File: src/rtl/irq_vector_regs.vh
// Purpose: constants for the interrupt prioritisation and vectoring block
// Assumes: 16-bit vector addresses, levels 0..16, level 0 highest
// Notes:   vector of level n sits at trap vector minus 2*n, except level 14, which shares level 15's
`ifndef IRQ_VECTOR_REGS_VH
`define IRQ_VECTOR_REGS_VH

// --------------------------------------------------------------------
// priority levels
// --------------------------------------------------------------------
`define LVL_EXT_PIN     5'd1
`define LVL_LOCK        5'd2
`define LVL_T1_CH0      5'd3
`define LVL_T1_CH1      5'd4
`define LVL_T1_WRAP     5'd5
`define LVL_T2_CH0      5'd6
`define LVL_T2_WRAP     5'd8
`define LVL_SPI_RX      5'd9
`define LVL_SPI_TX      5'd10
`define LVL_SER_ERR     5'd11
`define LVL_COUNT       17

// --------------------------------------------------------------------
// vectors and reset values
// --------------------------------------------------------------------
`define VEC_RESET       16'hfffe
`define VEC_TRAP        16'hfffc
`define VEC_KBD_ADC     16'hffde
`define VEC_TIMEBASE    16'hffdc
`define PC_RESET        16'h0000
`define SP_RESET        16'h00ff
`define WRAP_VALUE      16'h0000
`define STACK_BYTES     3'd5

`endif

File: src/rtl/irq_vector.v
// What this block does
// - pending interrupts are taken only at an instruction boundary
// - entry pushes PC, X, A, CCR; index high byte is not stacked
// - entry sets the global mask; a latched request is never preempted
// - at a boundary with mask clear, the highest pending level wins
// - a request pending after return-from-trap is taken before next instr
// - entry ends loading PC from the level's two-byte vector
// - level 0 highest: reset and trap; sources 1 to 16 in table order
// - the global mask blocks all sources but the software trap
// - software trap stacks PC, hardware entry stacks PC minus 1
// - a reached breakpoint forces a software trap on the level-0 vector
// - low external pin latches a level 1 request
// - any lock indication change sets the lock-change flag
// - timer wrap flag sets when counter returns to 0000 after modulo
// - timer channel capture or compare sets its channel event flag
// - second timer gives only channel 0 (level 6) and wrap (level 8)
// - SPI byte into receive register sets the receive-full flag
// - SPI byte into shift register sets the transmit-empty flag
// - mode fault: slave SS high mid-transfer, master SS low, if enabled
// - overflow flag when a new byte lands before the old one is read
// - overflow and mode fault share one error enable
// - serial overrun, noise, framing, parity each enabled, merged to one
//
// Purpose: flags, prioritisation and vectored entry sequencing
// Assumes: flag clears are one-cycle pulses from the owning peripherals
// Notes:   stack writes are one byte per cycle, five bytes per entry
`timescale 1ns/10ps
`include "irq_vector_regs.vh"

module irq_vector #(
    parameter LVL = `LVL_COUNT
) (
    // clock and reset
    input  wire        CLOCK,
    input  wire        RESET,
    // cpu sequencer handshake
    input  wire        INSTR_DONE,
    input  wire        RETURN_FROM_TRAP,
    input  wire        SOFTWARE_TRAP,
    input  wire        BREAK_HIT,
    input  wire        GLOBAL_MASK,
    input  wire [15:0] CPU_PC,
    input  wire [7:0]  CPU_X,
    input  wire [7:0]  CPU_A,
    input  wire [7:0]  CPU_CCR,
    // peripheral events
    input  wire        EXT_PIN_N,
    input  wire        EXT_PIN_REQ_MASK,
    input  wire        EXT_PIN_CLR,
    input  wire        PLL_LOCK,
    input  wire        LOCK_CHANGE_IRQ_EN,
    input  wire        LOCK_CHANGE_CLR,
    input  wire [1:0]  T1_CHAN_EVENT,
    input  wire [1:0]  T1_CHAN_EVENT_IRQ_EN,
    input  wire [1:0]  T1_CHAN_CLR,
    input  wire [15:0] T1_COUNT,
    input  wire [15:0] T1_MODULO,
    input  wire        T1_COUNTER_WRAP_IRQ_EN,
    input  wire        T1_WRAP_CLR,
    input  wire        T2_CHAN_EVENT,
    input  wire        T2_CHAN_EVENT_IRQ_EN,
    input  wire        T2_CHAN_CLR,
    input  wire [15:0] T2_COUNT,
    input  wire [15:0] T2_MODULO,
    input  wire        T2_COUNTER_WRAP_IRQ_EN,
    input  wire        T2_WRAP_CLR,
    // spi events
    input  wire        SPI_RX_LOAD,
    input  wire        SPI_TX_LOAD,
    input  wire        SPI_RX_READ,
    input  wire        SPI_TX_WRITE,
    input  wire        SPI_MASTER,
    input  wire        SPI_ACTIVE,
    input  wire        SPI_SS,
    input  wire        MODE_FAULT_DETECT_EN,
    input  wire        MODE_FAULT_CLR,
    input  wire        RX_OVERFLOW_CLR,
    input  wire        RX_FULL_IRQ_EN,
    input  wire        TX_EMPTY_IRQ_EN,
    input  wire        SERIAL_ERROR_IRQ_EN,
    // serial error flags kept by the serial unit
    input  wire [3:0]  SER_ERR_FLAGS,
    input  wire [3:0]  SER_ERR_EN,
    // remaining level requests, levels 12 to 16
    input  wire [4:0]  OTHER_LEVEL_REQ,
    // outputs to the cpu sequencer
    output reg         ENTRY_BUSY,
    output reg         SET_GLOBAL_MASK,
    output reg         STACK_WE,
    output reg  [7:0]  STACK_DATA,
    output reg         PC_LOAD,
    output reg  [15:0] VECTOR_ADDR,
    output reg  [4:0]  SERVICE_LEVEL,
    // status
    output reg  [16:1] LEVEL_STATUS_BIT,
    output reg  [7:0]  PERIPH_FLAGS
);

    // ----------------------------------------------------------------
    // sequencer states
    // ----------------------------------------------------------------
    localparam [2:0] S_IDLE  = 3'b001;
    localparam [2:0] S_STACK = 3'b010;
    localparam [2:0] S_VEC   = 3'b100;

    // vector address of a level: two bytes per level below the trap
    // vector; keyboard and converter levels share one vector
    function [15:0] level_vector;
        input [4:0] lvl;
        begin
            if (lvl == 5'd14 || lvl == 5'd15)
                level_vector = `VEC_KBD_ADC;
            else if (lvl == 5'd16)
                level_vector = `VEC_TIMEBASE;
            else
                level_vector = `VEC_TRAP - {10'h000, lvl, 1'b0};
        end
    endfunction

    // ----------------------------------------------------------------
    // peripheral flags: set wins over clear
    // ----------------------------------------------------------------
    reg        ext_pin_req_flag_r;
    reg        lock_change_flag_r;
    reg        lock_prev_r;
    reg [1:0]  t1_chan_event_flag_r;
    reg        t1_counter_wrap_flag_r;
    reg        t2_chan_event_flag_r;
    reg        t2_counter_wrap_flag_r;
    reg        t1_matched_r;
    reg        t2_matched_r;
    reg        rx_full_flag_r;
    reg        tx_empty_flag_r;
    reg        mode_fault_flag_r;
    reg        rx_overflow_flag_r;
    reg        ss_prev_r;

    wire t1_wrap = t1_matched_r && (T1_COUNT == `WRAP_VALUE);
    wire t2_wrap = t2_matched_r && (T2_COUNT == `WRAP_VALUE);
    wire slave_fault  = !SPI_MASTER && SPI_ACTIVE && SPI_SS && !ss_prev_r;
    wire master_fault = SPI_MASTER && !SPI_SS;
    wire mode_fault = MODE_FAULT_DETECT_EN
                      && (slave_fault || master_fault);
    wire overflow = SPI_RX_LOAD && rx_full_flag_r && !SPI_RX_READ;

    // each flag keeps its set above its clear
    always @(posedge CLOCK) begin
        if (RESET) begin
            ext_pin_req_flag_r     <= 1'b0;
            lock_change_flag_r     <= 1'b0;
            // edge detectors start at the pin level: no false edge
            lock_prev_r            <= PLL_LOCK;
            t1_chan_event_flag_r   <= 2'b00;
            t1_counter_wrap_flag_r <= 1'b0;
            t2_chan_event_flag_r   <= 1'b0;
            t2_counter_wrap_flag_r <= 1'b0;
            t1_matched_r           <= 1'b0;
            t2_matched_r           <= 1'b0;
            rx_full_flag_r         <= 1'b0;
            tx_empty_flag_r        <= 1'b1;
            mode_fault_flag_r      <= 1'b0;
            rx_overflow_flag_r     <= 1'b0;
            ss_prev_r              <= SPI_SS;
        end else begin
            lock_prev_r <= PLL_LOCK;
            ss_prev_r   <= SPI_SS;
            t1_matched_r <= (T1_COUNT == T1_MODULO);
            t2_matched_r <= (T2_COUNT == T2_MODULO);
            ext_pin_req_flag_r <= !EXT_PIN_N
                || (ext_pin_req_flag_r && !EXT_PIN_CLR);
            lock_change_flag_r <= (PLL_LOCK != lock_prev_r)
                || (lock_change_flag_r && !LOCK_CHANGE_CLR);
            t1_chan_event_flag_r <= T1_CHAN_EVENT
                | (t1_chan_event_flag_r & ~T1_CHAN_CLR);
            t2_chan_event_flag_r <= T2_CHAN_EVENT
                || (t2_chan_event_flag_r && !T2_CHAN_CLR);
            t1_counter_wrap_flag_r <= t1_wrap
                || (t1_counter_wrap_flag_r && !T1_WRAP_CLR);
            t2_counter_wrap_flag_r <= t2_wrap
                || (t2_counter_wrap_flag_r && !T2_WRAP_CLR);
            rx_full_flag_r <= SPI_RX_LOAD
                || (rx_full_flag_r && !SPI_RX_READ);
            tx_empty_flag_r <= SPI_TX_LOAD
                || (tx_empty_flag_r && !SPI_TX_WRITE);
            mode_fault_flag_r <= mode_fault
                || (mode_fault_flag_r && !MODE_FAULT_CLR);
            rx_overflow_flag_r <= overflow
                || (rx_overflow_flag_r && !RX_OVERFLOW_CLR);
        end
    end

    // ----------------------------------------------------------------
    // level requests: flag and enable, ored per level
    // ----------------------------------------------------------------
    reg [LVL-1:0] level_req;
    always @* begin
        level_req = {LVL{1'b0}};
        level_req[1]  = ext_pin_req_flag_r && !EXT_PIN_REQ_MASK;
        level_req[2]  = lock_change_flag_r && LOCK_CHANGE_IRQ_EN;
        level_req[3]  = t1_chan_event_flag_r[0]
                        && T1_CHAN_EVENT_IRQ_EN[0];
        level_req[4]  = t1_chan_event_flag_r[1]
                        && T1_CHAN_EVENT_IRQ_EN[1];
        level_req[5]  = t1_counter_wrap_flag_r
                        && T1_COUNTER_WRAP_IRQ_EN;
        level_req[6]  = t2_chan_event_flag_r
                        && T2_CHAN_EVENT_IRQ_EN;
        level_req[8]  = t2_counter_wrap_flag_r
                        && T2_COUNTER_WRAP_IRQ_EN;
        level_req[9]  = (rx_full_flag_r && RX_FULL_IRQ_EN)
                        || (SERIAL_ERROR_IRQ_EN
                        && (rx_overflow_flag_r || mode_fault_flag_r));
        level_req[10] = tx_empty_flag_r && TX_EMPTY_IRQ_EN;
        level_req[11] = |(SER_ERR_FLAGS & SER_ERR_EN);
        level_req[16:12] = OTHER_LEVEL_REQ;
    end

    // highest priority pending level: lowest index wins
    reg [4:0] win_lvl;
    reg       win_any;
    integer   i;
    always @* begin
        win_lvl = 5'd0;
        win_any = 1'b0;
        for (i = LVL - 1; i >= 1; i = i - 1) begin
            if (level_req[i]) begin
                win_lvl = i[4:0];
                win_any = 1'b1;
            end
        end
    end

    // ----------------------------------------------------------------
    // entry sequencer
    // ----------------------------------------------------------------
    reg [2:0]  state_r;
    reg [2:0]  idx_r;
    reg [15:0] pc_save_r;
    reg [7:0]  x_save_r;
    reg [7:0]  a_save_r;
    reg [7:0]  ccr_save_r;
    reg [4:0]  lvl_r;

    // trap ignores the mask; hardware only at a boundary, mask clear
    wire trap_go = SOFTWARE_TRAP || BREAK_HIT;
    wire hw_go = (INSTR_DONE || RETURN_FROM_TRAP)
                 && !GLOBAL_MASK && win_any;

    // byte on the stack at each push step: pcl, pch, x, a, ccr
    reg [7:0] push_byte;
    always @* begin
        case (idx_r)
            3'd0:    push_byte = pc_save_r[7:0];
            3'd1:    push_byte = pc_save_r[15:8];
            3'd2:    push_byte = x_save_r;
            3'd3:    push_byte = a_save_r;
            default: push_byte = ccr_save_r;
        endcase
    end

    // latched request runs to completion, nothing preempts it
    always @(posedge CLOCK) begin
        if (RESET) begin
            state_r          <= S_IDLE;
            idx_r            <= 3'd0;
            pc_save_r        <= `PC_RESET;
            x_save_r         <= 8'h00;
            a_save_r         <= 8'h00;
            ccr_save_r       <= 8'h00;
            lvl_r            <= 5'd0;
            ENTRY_BUSY       <= 1'b0;
            SET_GLOBAL_MASK  <= 1'b0;
            STACK_WE         <= 1'b0;
            STACK_DATA       <= 8'h00;
            PC_LOAD          <= 1'b0;
            VECTOR_ADDR      <= `VEC_RESET;
            SERVICE_LEVEL    <= 5'd0;
            LEVEL_STATUS_BIT <= 16'h0000;
            PERIPH_FLAGS     <= 8'h00;
        end else begin
            LEVEL_STATUS_BIT <= level_req[16:1];
            PERIPH_FLAGS <= {rx_overflow_flag_r, mode_fault_flag_r,
                             tx_empty_flag_r, rx_full_flag_r,
                             t2_counter_wrap_flag_r,
                             t1_counter_wrap_flag_r,
                             lock_change_flag_r, ext_pin_req_flag_r};
            STACK_WE        <= 1'b0;
            PC_LOAD         <= 1'b0;
            SET_GLOBAL_MASK <= 1'b0;
            case (state_r)
                S_IDLE: begin
                    if (trap_go || hw_go) begin
                        pc_save_r  <= trap_go ? CPU_PC
                                              : CPU_PC - 16'h0001;
                        x_save_r   <= CPU_X;
                        a_save_r   <= CPU_A;
                        ccr_save_r <= CPU_CCR;
                        lvl_r      <= trap_go ? 5'd0 : win_lvl;
                        idx_r      <= 3'd0;
                        ENTRY_BUSY <= 1'b1;
                        state_r    <= S_STACK;
                    end
                end
                S_STACK: begin
                    STACK_WE   <= 1'b1;
                    STACK_DATA <= push_byte;
                    idx_r      <= idx_r + 3'd1;
                    if (idx_r == `STACK_BYTES - 3'd1)
                        state_r <= S_VEC;
                end
                S_VEC: begin
                    SET_GLOBAL_MASK <= 1'b1;
                    PC_LOAD         <= 1'b1;
                    VECTOR_ADDR <= (lvl_r == 5'd0) ? `VEC_TRAP
                                                   : level_vector(lvl_r);
                    SERVICE_LEVEL   <= lvl_r;
                    ENTRY_BUSY      <= 1'b0;
                    state_r         <= S_IDLE;
                end
                default: state_r <= S_IDLE;
            endcase
        end
    end

endmodule // irq_vector

File: config.mk
export PLATFORM = sky130hd
export DESIGN_NAME = irq_vector
export DESIGN_NICKNAME = d
export VERILOG_FILES = /design/src/rtl/irq_vector.v
export VERILOG_INCLUDE_DIRS = /design/src /design/src/rtl
export SDC_FILE = /design/constraint.sdc
export NUM_CORES = 1
export LEC_CHECK = 0
export BUFFER_PORTS_ARGS = -buffer_cell sky130_fd_sc_hd__buf_2
export CORE_ASPECT_RATIO = 1.5
export CORE_MARGIN = 2
export CORE_UTILIZATION = 44
export CTS_BUF_LIST = sky130_fd_sc_hd__clkbuf_4 sky130_fd_sc_hd__clkbuf_8 sky130_fd_sc_hd__clkbuf_16
export CTS_CLUSTER_SIZE = 25
export DETAILED_ROUTE_END_ITERATION = 8
export HOLD_SLACK_MARGIN = 0.15
export PLACE_DENSITY = 0.77
export SYNTH_ARGS = -nofsm -noshare
export SYNTH_HDL_FRONTEND = slang
export SYNTH_SLANG_ARGS = --single-unit
File: constraint.sdc
create_clock -name CLOCK -period 2 [get_ports CLOCK]
set_clock_uncertainty 0.2 [all_clocks]
set_input_delay 0.4 -clock CLOCK [delete_from_list [all_inputs] [get_ports CLOCK]]
set_output_delay 0.4 -clock CLOCK [all_outputs]
set_load 0.02 [all_outputs]
== Word level (Yosys, flattened, before mapping) ==
Cells that the tools add are included.

* Register bits: 122
* Output and inout port bits: 57
* Logic and storage cells: 169

* Add/sub/neg operators: 3
* Equal/unequal tests: 15
* Multiplexer cells: 45
* Bitwise gates (word level): 4
* Reduce and logical (&&, ||, !) cells: 72

{| class="wikitable"
|+ Operator list
! cell !! number
|-
| 2-to-1 mux 5 bit || 16
|-
| 2-to-1 mux 16 bit || 4
|-
| equality test 16 bit || 2
|-
| zero test 16 bit || 2
|-
| case mux 8 bit (4 select lines) || 1
|-
| logical AND 1 bit || 30
|-
| 2-to-1 mux 1 bit || 18
|-
| logical OR 1 bit || 16
|-
| subtractor 16 x 1 -> 16 bit, second input constant || 1
|-
| zero test 1 bit || 15
|-
| case mux 3 bit (2 select lines) || 2
|-
| equality test 5 x 4 -> 1 bit, second input constant || 2
|-
| equality test 3 x 2 -> 1 bit, second input constant || 3
|-
| 2-to-1 mux 3 bit || 3
|-
| AND reduction 2 bit || 4
|-
| subtractor 3 x 7 -> 8 bit, first input constant || 1
|-
| equality test 3 x 1 -> 1 bit, second input constant || 2
|-
| equality test 3 bit, second input constant || 2
|-
| equality test 5 bit, second input constant || 1
|-
| zero test 5 bit || 1
|-
| bitwise AND 4 bit || 1
|-
| inequality test 2 bit, second input constant || 2
|-
| nonzero test 2 bit || 2
|-
| OR reduction 4 bit || 1
|-
| other kinds (7) || 7
|}

== Logic depth before layout (Yosys ltp) ==
* Depth in word-level cells: 19
* Gate-level depth with buffers: 7

== Worst setup path after synthesis ==
Ideal clock, no wire load.

* Path type: input to register
* From: input OTHER_LEVEL_REQ[0]
* To: register a_save_r[7]
* Data arrival time: 1.839 ns
* Data required time: 1.668 ns
* Path slack: -0.171 ns
* Stages: 7
* Path buffers: 2
* Cells stage by stage: nor4_1 > nand4_1 > o41a_1 > buf_6 > buf_2 > nand2_1 > a21oi_1

* Cells in the longest elaborated chain, start to end: 14

{| class="wikitable"
|+ RTL lines
! what !! line !! RTL
|-
| start, declared || irq_vector.v:85 || <nowiki>input wire [4:0] OTHER_LEVEL_REQ,</nowiki>
|-
| 2-to-1 mux 1 bit (11 in series) || irq_vector.v:226 || <nowiki>if (level_req[i]) begin</nowiki>
|-
| logical AND 1 bit || irq_vector.v:247 || <nowiki>&& !GLOBAL_MASK && win_any;</nowiki>
|-
| logical OR 1 bit || irq_vector.v:292 || <nowiki>if (trap_go || hw_go) begin</nowiki>
|-
| AND reduction 2 bit (no source line) || -- ||
|-
| end signal, assigned || irq_vector.v:268 || <nowiki>a_save_r <= 8'h00;</nowiki>
|-
| end signal, assigned || irq_vector.v:296 || <nowiki>a_save_r <= CPU_A;</nowiki>
|-
| end, declared || irq_vector.v:240 || <nowiki>reg [7:0] a_save_r;</nowiki>
|}

Every way passes these cells.
A chain may end at the register's enable or synchronous reset.

== Final worst setup path ==
* From: register rx_overflow_flag_r
* To: register idx_r[0]

* Cells in the longest elaborated chain, start to end: 15

{| class="wikitable"
|+ RTL lines
! what !! line !! RTL
|-
| start, declared || irq_vector.v:135 || <nowiki>reg rx_overflow_flag_r;</nowiki>
|-
| start signal, assigned || irq_vector.v:187 || <nowiki>rx_overflow_flag_r <= overflow</nowiki>
|-
| logical OR 1 bit || irq_vector.v:212 || <nowiki>&& (rx_overflow_flag_r || mode_fault_flag_r));</nowiki>
|-
| logical AND 1 bit || irq_vector.v:212 ||
|-
| logical OR 1 bit || irq_vector.v:211 || <nowiki>|| (SERIAL_ERROR_IRQ_EN</nowiki>
|-
| 2-to-1 mux 1 bit (8 in series) || irq_vector.v:226 ||
|-
| logical AND 1 bit || irq_vector.v:247 ||
|-
| logical OR 1 bit || irq_vector.v:292 ||
|-
| inequality test 2 bit (no source line) || -- ||
|-
| AND reduction 2 bit (no source line) || -- ||
|-
| end signal, assigned || irq_vector.v:307 || <nowiki>idx_r <= idx_r + 3'd1;</nowiki>
|-
| end, declared || irq_vector.v:237 || <nowiki>reg [2:0] idx_r;</nowiki>
|}

Every way passes these cells.

==> flow_summary.toml <==
[grt]
grt_max_degree = 59
grt-ovfl-total = 0
antenna_found_initial = 6
grt_pass1_vias = 5248
grt_pass1_wl_microns = 24300
grt_util_all_layers_pct = 24.9

[final_layout]
nets = 1051
drive_above_1_share_pct = 38.8
nFillCells = 953
areaGrowthSynthToFinish_pct = 48.5

[floorplan]
rows = 48
ios = 213
die_y_microns = 136
start_util_pct = 44.8
die_w_microns = 92.3
core_area_sq_um = 11500
die_area_sq_um = 12600

[sta]
setup_tns_ns = -5.50
rsz0062_at_grt = "yes"
slew_viol_final = 0
fin_crit_sh_pct = 109
finalHoldViolCount = 0
fmax_mhz = 457
setup_viol_count_final = 49
period_minus_slack_ns = 2.19
worst_slack_ns = -0.186

[critical_path]
cpPeakStageDelay_ns = 0.36
ff2ff_path_depth = 8
cp_slowest_cell = "o21ai_0"
path_cells = "o21ai_0, nand2_1, buf_4, o41ai_4, buf_6, clkbuf_16, nand3_2, a21oi_2"
start_kind = "flip-flop"
critPathCaptureType = "flip-flop"
path_buf_inv = 3
path_delay_family = "compound AO/OA/AOI/OAI gates"
path_max_fanout = 8
rr_startpoint = "rx_overflow_flag_r"
critPathArrivalTime_ns = 2.27
crit_required_ns = 2.08
setup.worst_path.class = "flip-flop to flip-flop"
reg2reg_to = "idx_r[0]"
r2r_slack_ns = -0.19

[logic_synthesis]
synth_warnings = 0
synth-edff-count = 0
syn_area_sq_um = 5140
ys.flop_type = "dfxtp_1"
ys_async_sr_fraction_pct = 0
seq_area_frac_synth_pct = 43.2
synth.distinct_cells = 51
ys_ff_latch = 111
synth_cells = 601
synth.avg_cell_area_sq_um = 8.55

[route]
drt_iter0_markers = 219
drt_wl_total_microns = 16700
vias = 5429
drc = 0
wl_per_cell_microns = 16.0
vias_per_cell = 5.20
postRouteAntennaNets = 0
firstDrtPassIters = 5

[clock_network]
path_clk_slew_ns = 0.08
cts_made_buffers = 9
cts_tree = "built"
cts_sinks = 111
cts-root-buf = "clkbuf_16"
clk_latency_ns = 0.35
htree_levels = 3
clock_path_buffers = 2

[hold_path]
hold_start = "T2_CHAN_CLR"
hold_class = "primary input to flip-flop"
whs_path_depth = 4
hold-path-endpoint = "t2_chan_event_flag_r"

[pwr]
p_per_area_nw_per_um2 = 720
power_mw = 5.50
leakagePower_nw = 3.36
ir_worst_vdd_mv = 0.415

[placed_design]
port-buffer-count = 201
gp_congestion = 0.823
dpl.hpwl_microns = 12200

[flow_run]
max-cap-violations = 0

[outcome]
status = "finished, violations left"
violations = "setup timing"
-- registers in the layout, indices dropped and copies added, names as in the netlist, 2 cells and up --
| signal | cells |
|---|---|
| pc_save_r | 16 |
| LEVEL_STATUS_BIT | 15 |
| PERIPH_FLAGS | 8 |
| STACK_DATA | 8 |
| a_save_r | 8 |
| ccr_save_r | 8 |
| x_save_r | 8 |
| VECTOR_ADDR | 6 |
| SERVICE_LEVEL | 5 |
| lvl_r | 5 |
| idx_r | 3 |
| state_r | 3 |
| t1_chan_event_flag_r | 2 |
-- area by class of cell --
type / count / area (sq um) / share of cell area, %
Sequential cell: 111 / 2230 / 29.2
Multi-Input combinational cell: 439 / 2850 / 37.3
Clock inverter: 7 / 50.0 / 0.655
Antenna cell: 3 / 7.51 / 0.0983
Inverter: 16 / 60.1 / 0.786
Clock buffer: 9 / 225 / 2.95
Timing Repair Buffer: 309 / 2030 / 26.6
Tap cell: 150 / 188 / 2.46
-- layout by cell type, fill, tap and decap left out, drive strengths merged, types with 4 or more instances in the layout --
cell / synthesis / routed
a211oi: 15 / 15
ha: 9 / 9
nand2b: 9 / 9
xor2: 39 / 39
inv: 16 / 16
conb: 2 / 11
o21ai: 14 / 14
nand4: 8 / 8
nor3: 19 / 19
a222oi: 9 / 9
dlygate4sd3: 0 / 45
nor2b: 15 / 15
nor2: 55 / 55
xnor2: 11 / 11
dfxtp: 111 / 111
clkinv: 0 / 4
a21oi: 68 / 68
and2: 8 / 8
a22oi: 4 / 4
clkbuf: 16 / 12
nand2: 83 / 83
buf: 28 / 261
nand3: 6 / 6
nor4: 17 / 17
-- kinds of logic after synthesis --
| kind of cell | count (synthesis) | share of synthesized area [%] |
|---|---|---|
| AO/OA/AOI/OAI | 135 | 18.4 |
| XOR/XNOR | 50 | 8.52 |
| adder cells (fa/ha/maj) | 9 | 2.19 |
| buffers and inverters | 60 | 5.72 |
| flip-flops | 111 | 43.2 |
| other | 2 | 0.146 |
| AND/OR/NAND/NOR | 234 | 21.8 |
-- per-stage QoR --
step           std cells  hold WS (ns)  utilization, %  area (sq um)  setup WS [ns]
6_report            1044         0.159            66.6          7640         -0.186
5_1_grt             1041         0.170            66.5          7630         -0.261
4_1_cts             1035         0.150            64.5          7390         -0.166
3_5_place_dp         974         0.246            57.8          6630         -0.389
3_3_place_gp         974         0.241            57.8          6630         -0.353
2_1_floorplan        610         0.228               -          5220         -0.145
-- worst min-delay path, cell delays in order --
cell and delay, ns:
buf_2 0.10, inv_1 0.04, a21oi_1 0.06, nor2_1 0.07
-- layer usage --
| metal | GRT usage, % | vias up | routed length, microns |
|---|---|---|---|
| met4 | 14.0 | 6 | 777 |
| met2 | 48.9 | 226 | 9160 |
| li1 | - | 2629 | - |
| met5 | 0 | - | 38 |
| met3 | 7.26 | 59 | 1320 |
| met1 | 22.3 | 2509 | 5420 |
-- what timing repair did --
action / 4_1_cts / 5_1_grt
endpoints found under the setup margin: 51 / 62
gates cloned: 0 / 4
pin swaps: 2 / 10
endpoints found under the hold margin: 39 / 0
gates resized for setup: 12 / 41
buffers inserted: 0 / 2
hold buffers: 45 / 0
-- Yosys cell counts, types with 8 or more instances --
library cell	count	share of area, %
dfxtp_1	111	43
o21ai_0	14	1.4
ha_1	9	2.2
nor2_1	54	3.9
nor4_1	16	1.9
nand4_1	8	0.97
nor3_1	19	1.8
xor2_1	39	6.6
a211oi_2	10	2.4
nand2b_1	9	1.1
nand2_1	83	6.1
inv_1	16	1.2
xnor2_1	11	1.9
nor2b_1	15	1.8
buf_4	12	1.8
and2_1	8	0.97
a222oi_1	9	1.8
a21oi_1	68	6.6
clkbuf_1	16	1.2
-- power by group --
part	internal (mW)	switching, mW
Clock	0.845	0.824
Combinational	0.645	0.701
Sequential	2.37	0.109
Total	3.86	1.63
-- worst max-delay path by stage --
stage | cells past startpoint | start | to
3_5_place_dp | 8 | T2_CHAN_EVENT_IRQ_EN | lvl_r[1]
2_1_floorplan | 6 | T2_CHAN_EVENT_IRQ_EN | pc_save_r[10]
3_3_place_gp | 8 | T2_CHAN_EVENT_IRQ_EN | lvl_r[1]
5_1_grt | 8 | t2_chan_event_flag_r | idx_r[0]
6_report | 8 | rx_overflow_flag_r | idx_r[0]
4_1_cts | 7 | t2_chan_event_flag_r | lvl_r[1]
Power figures use the tool's default switching activity.
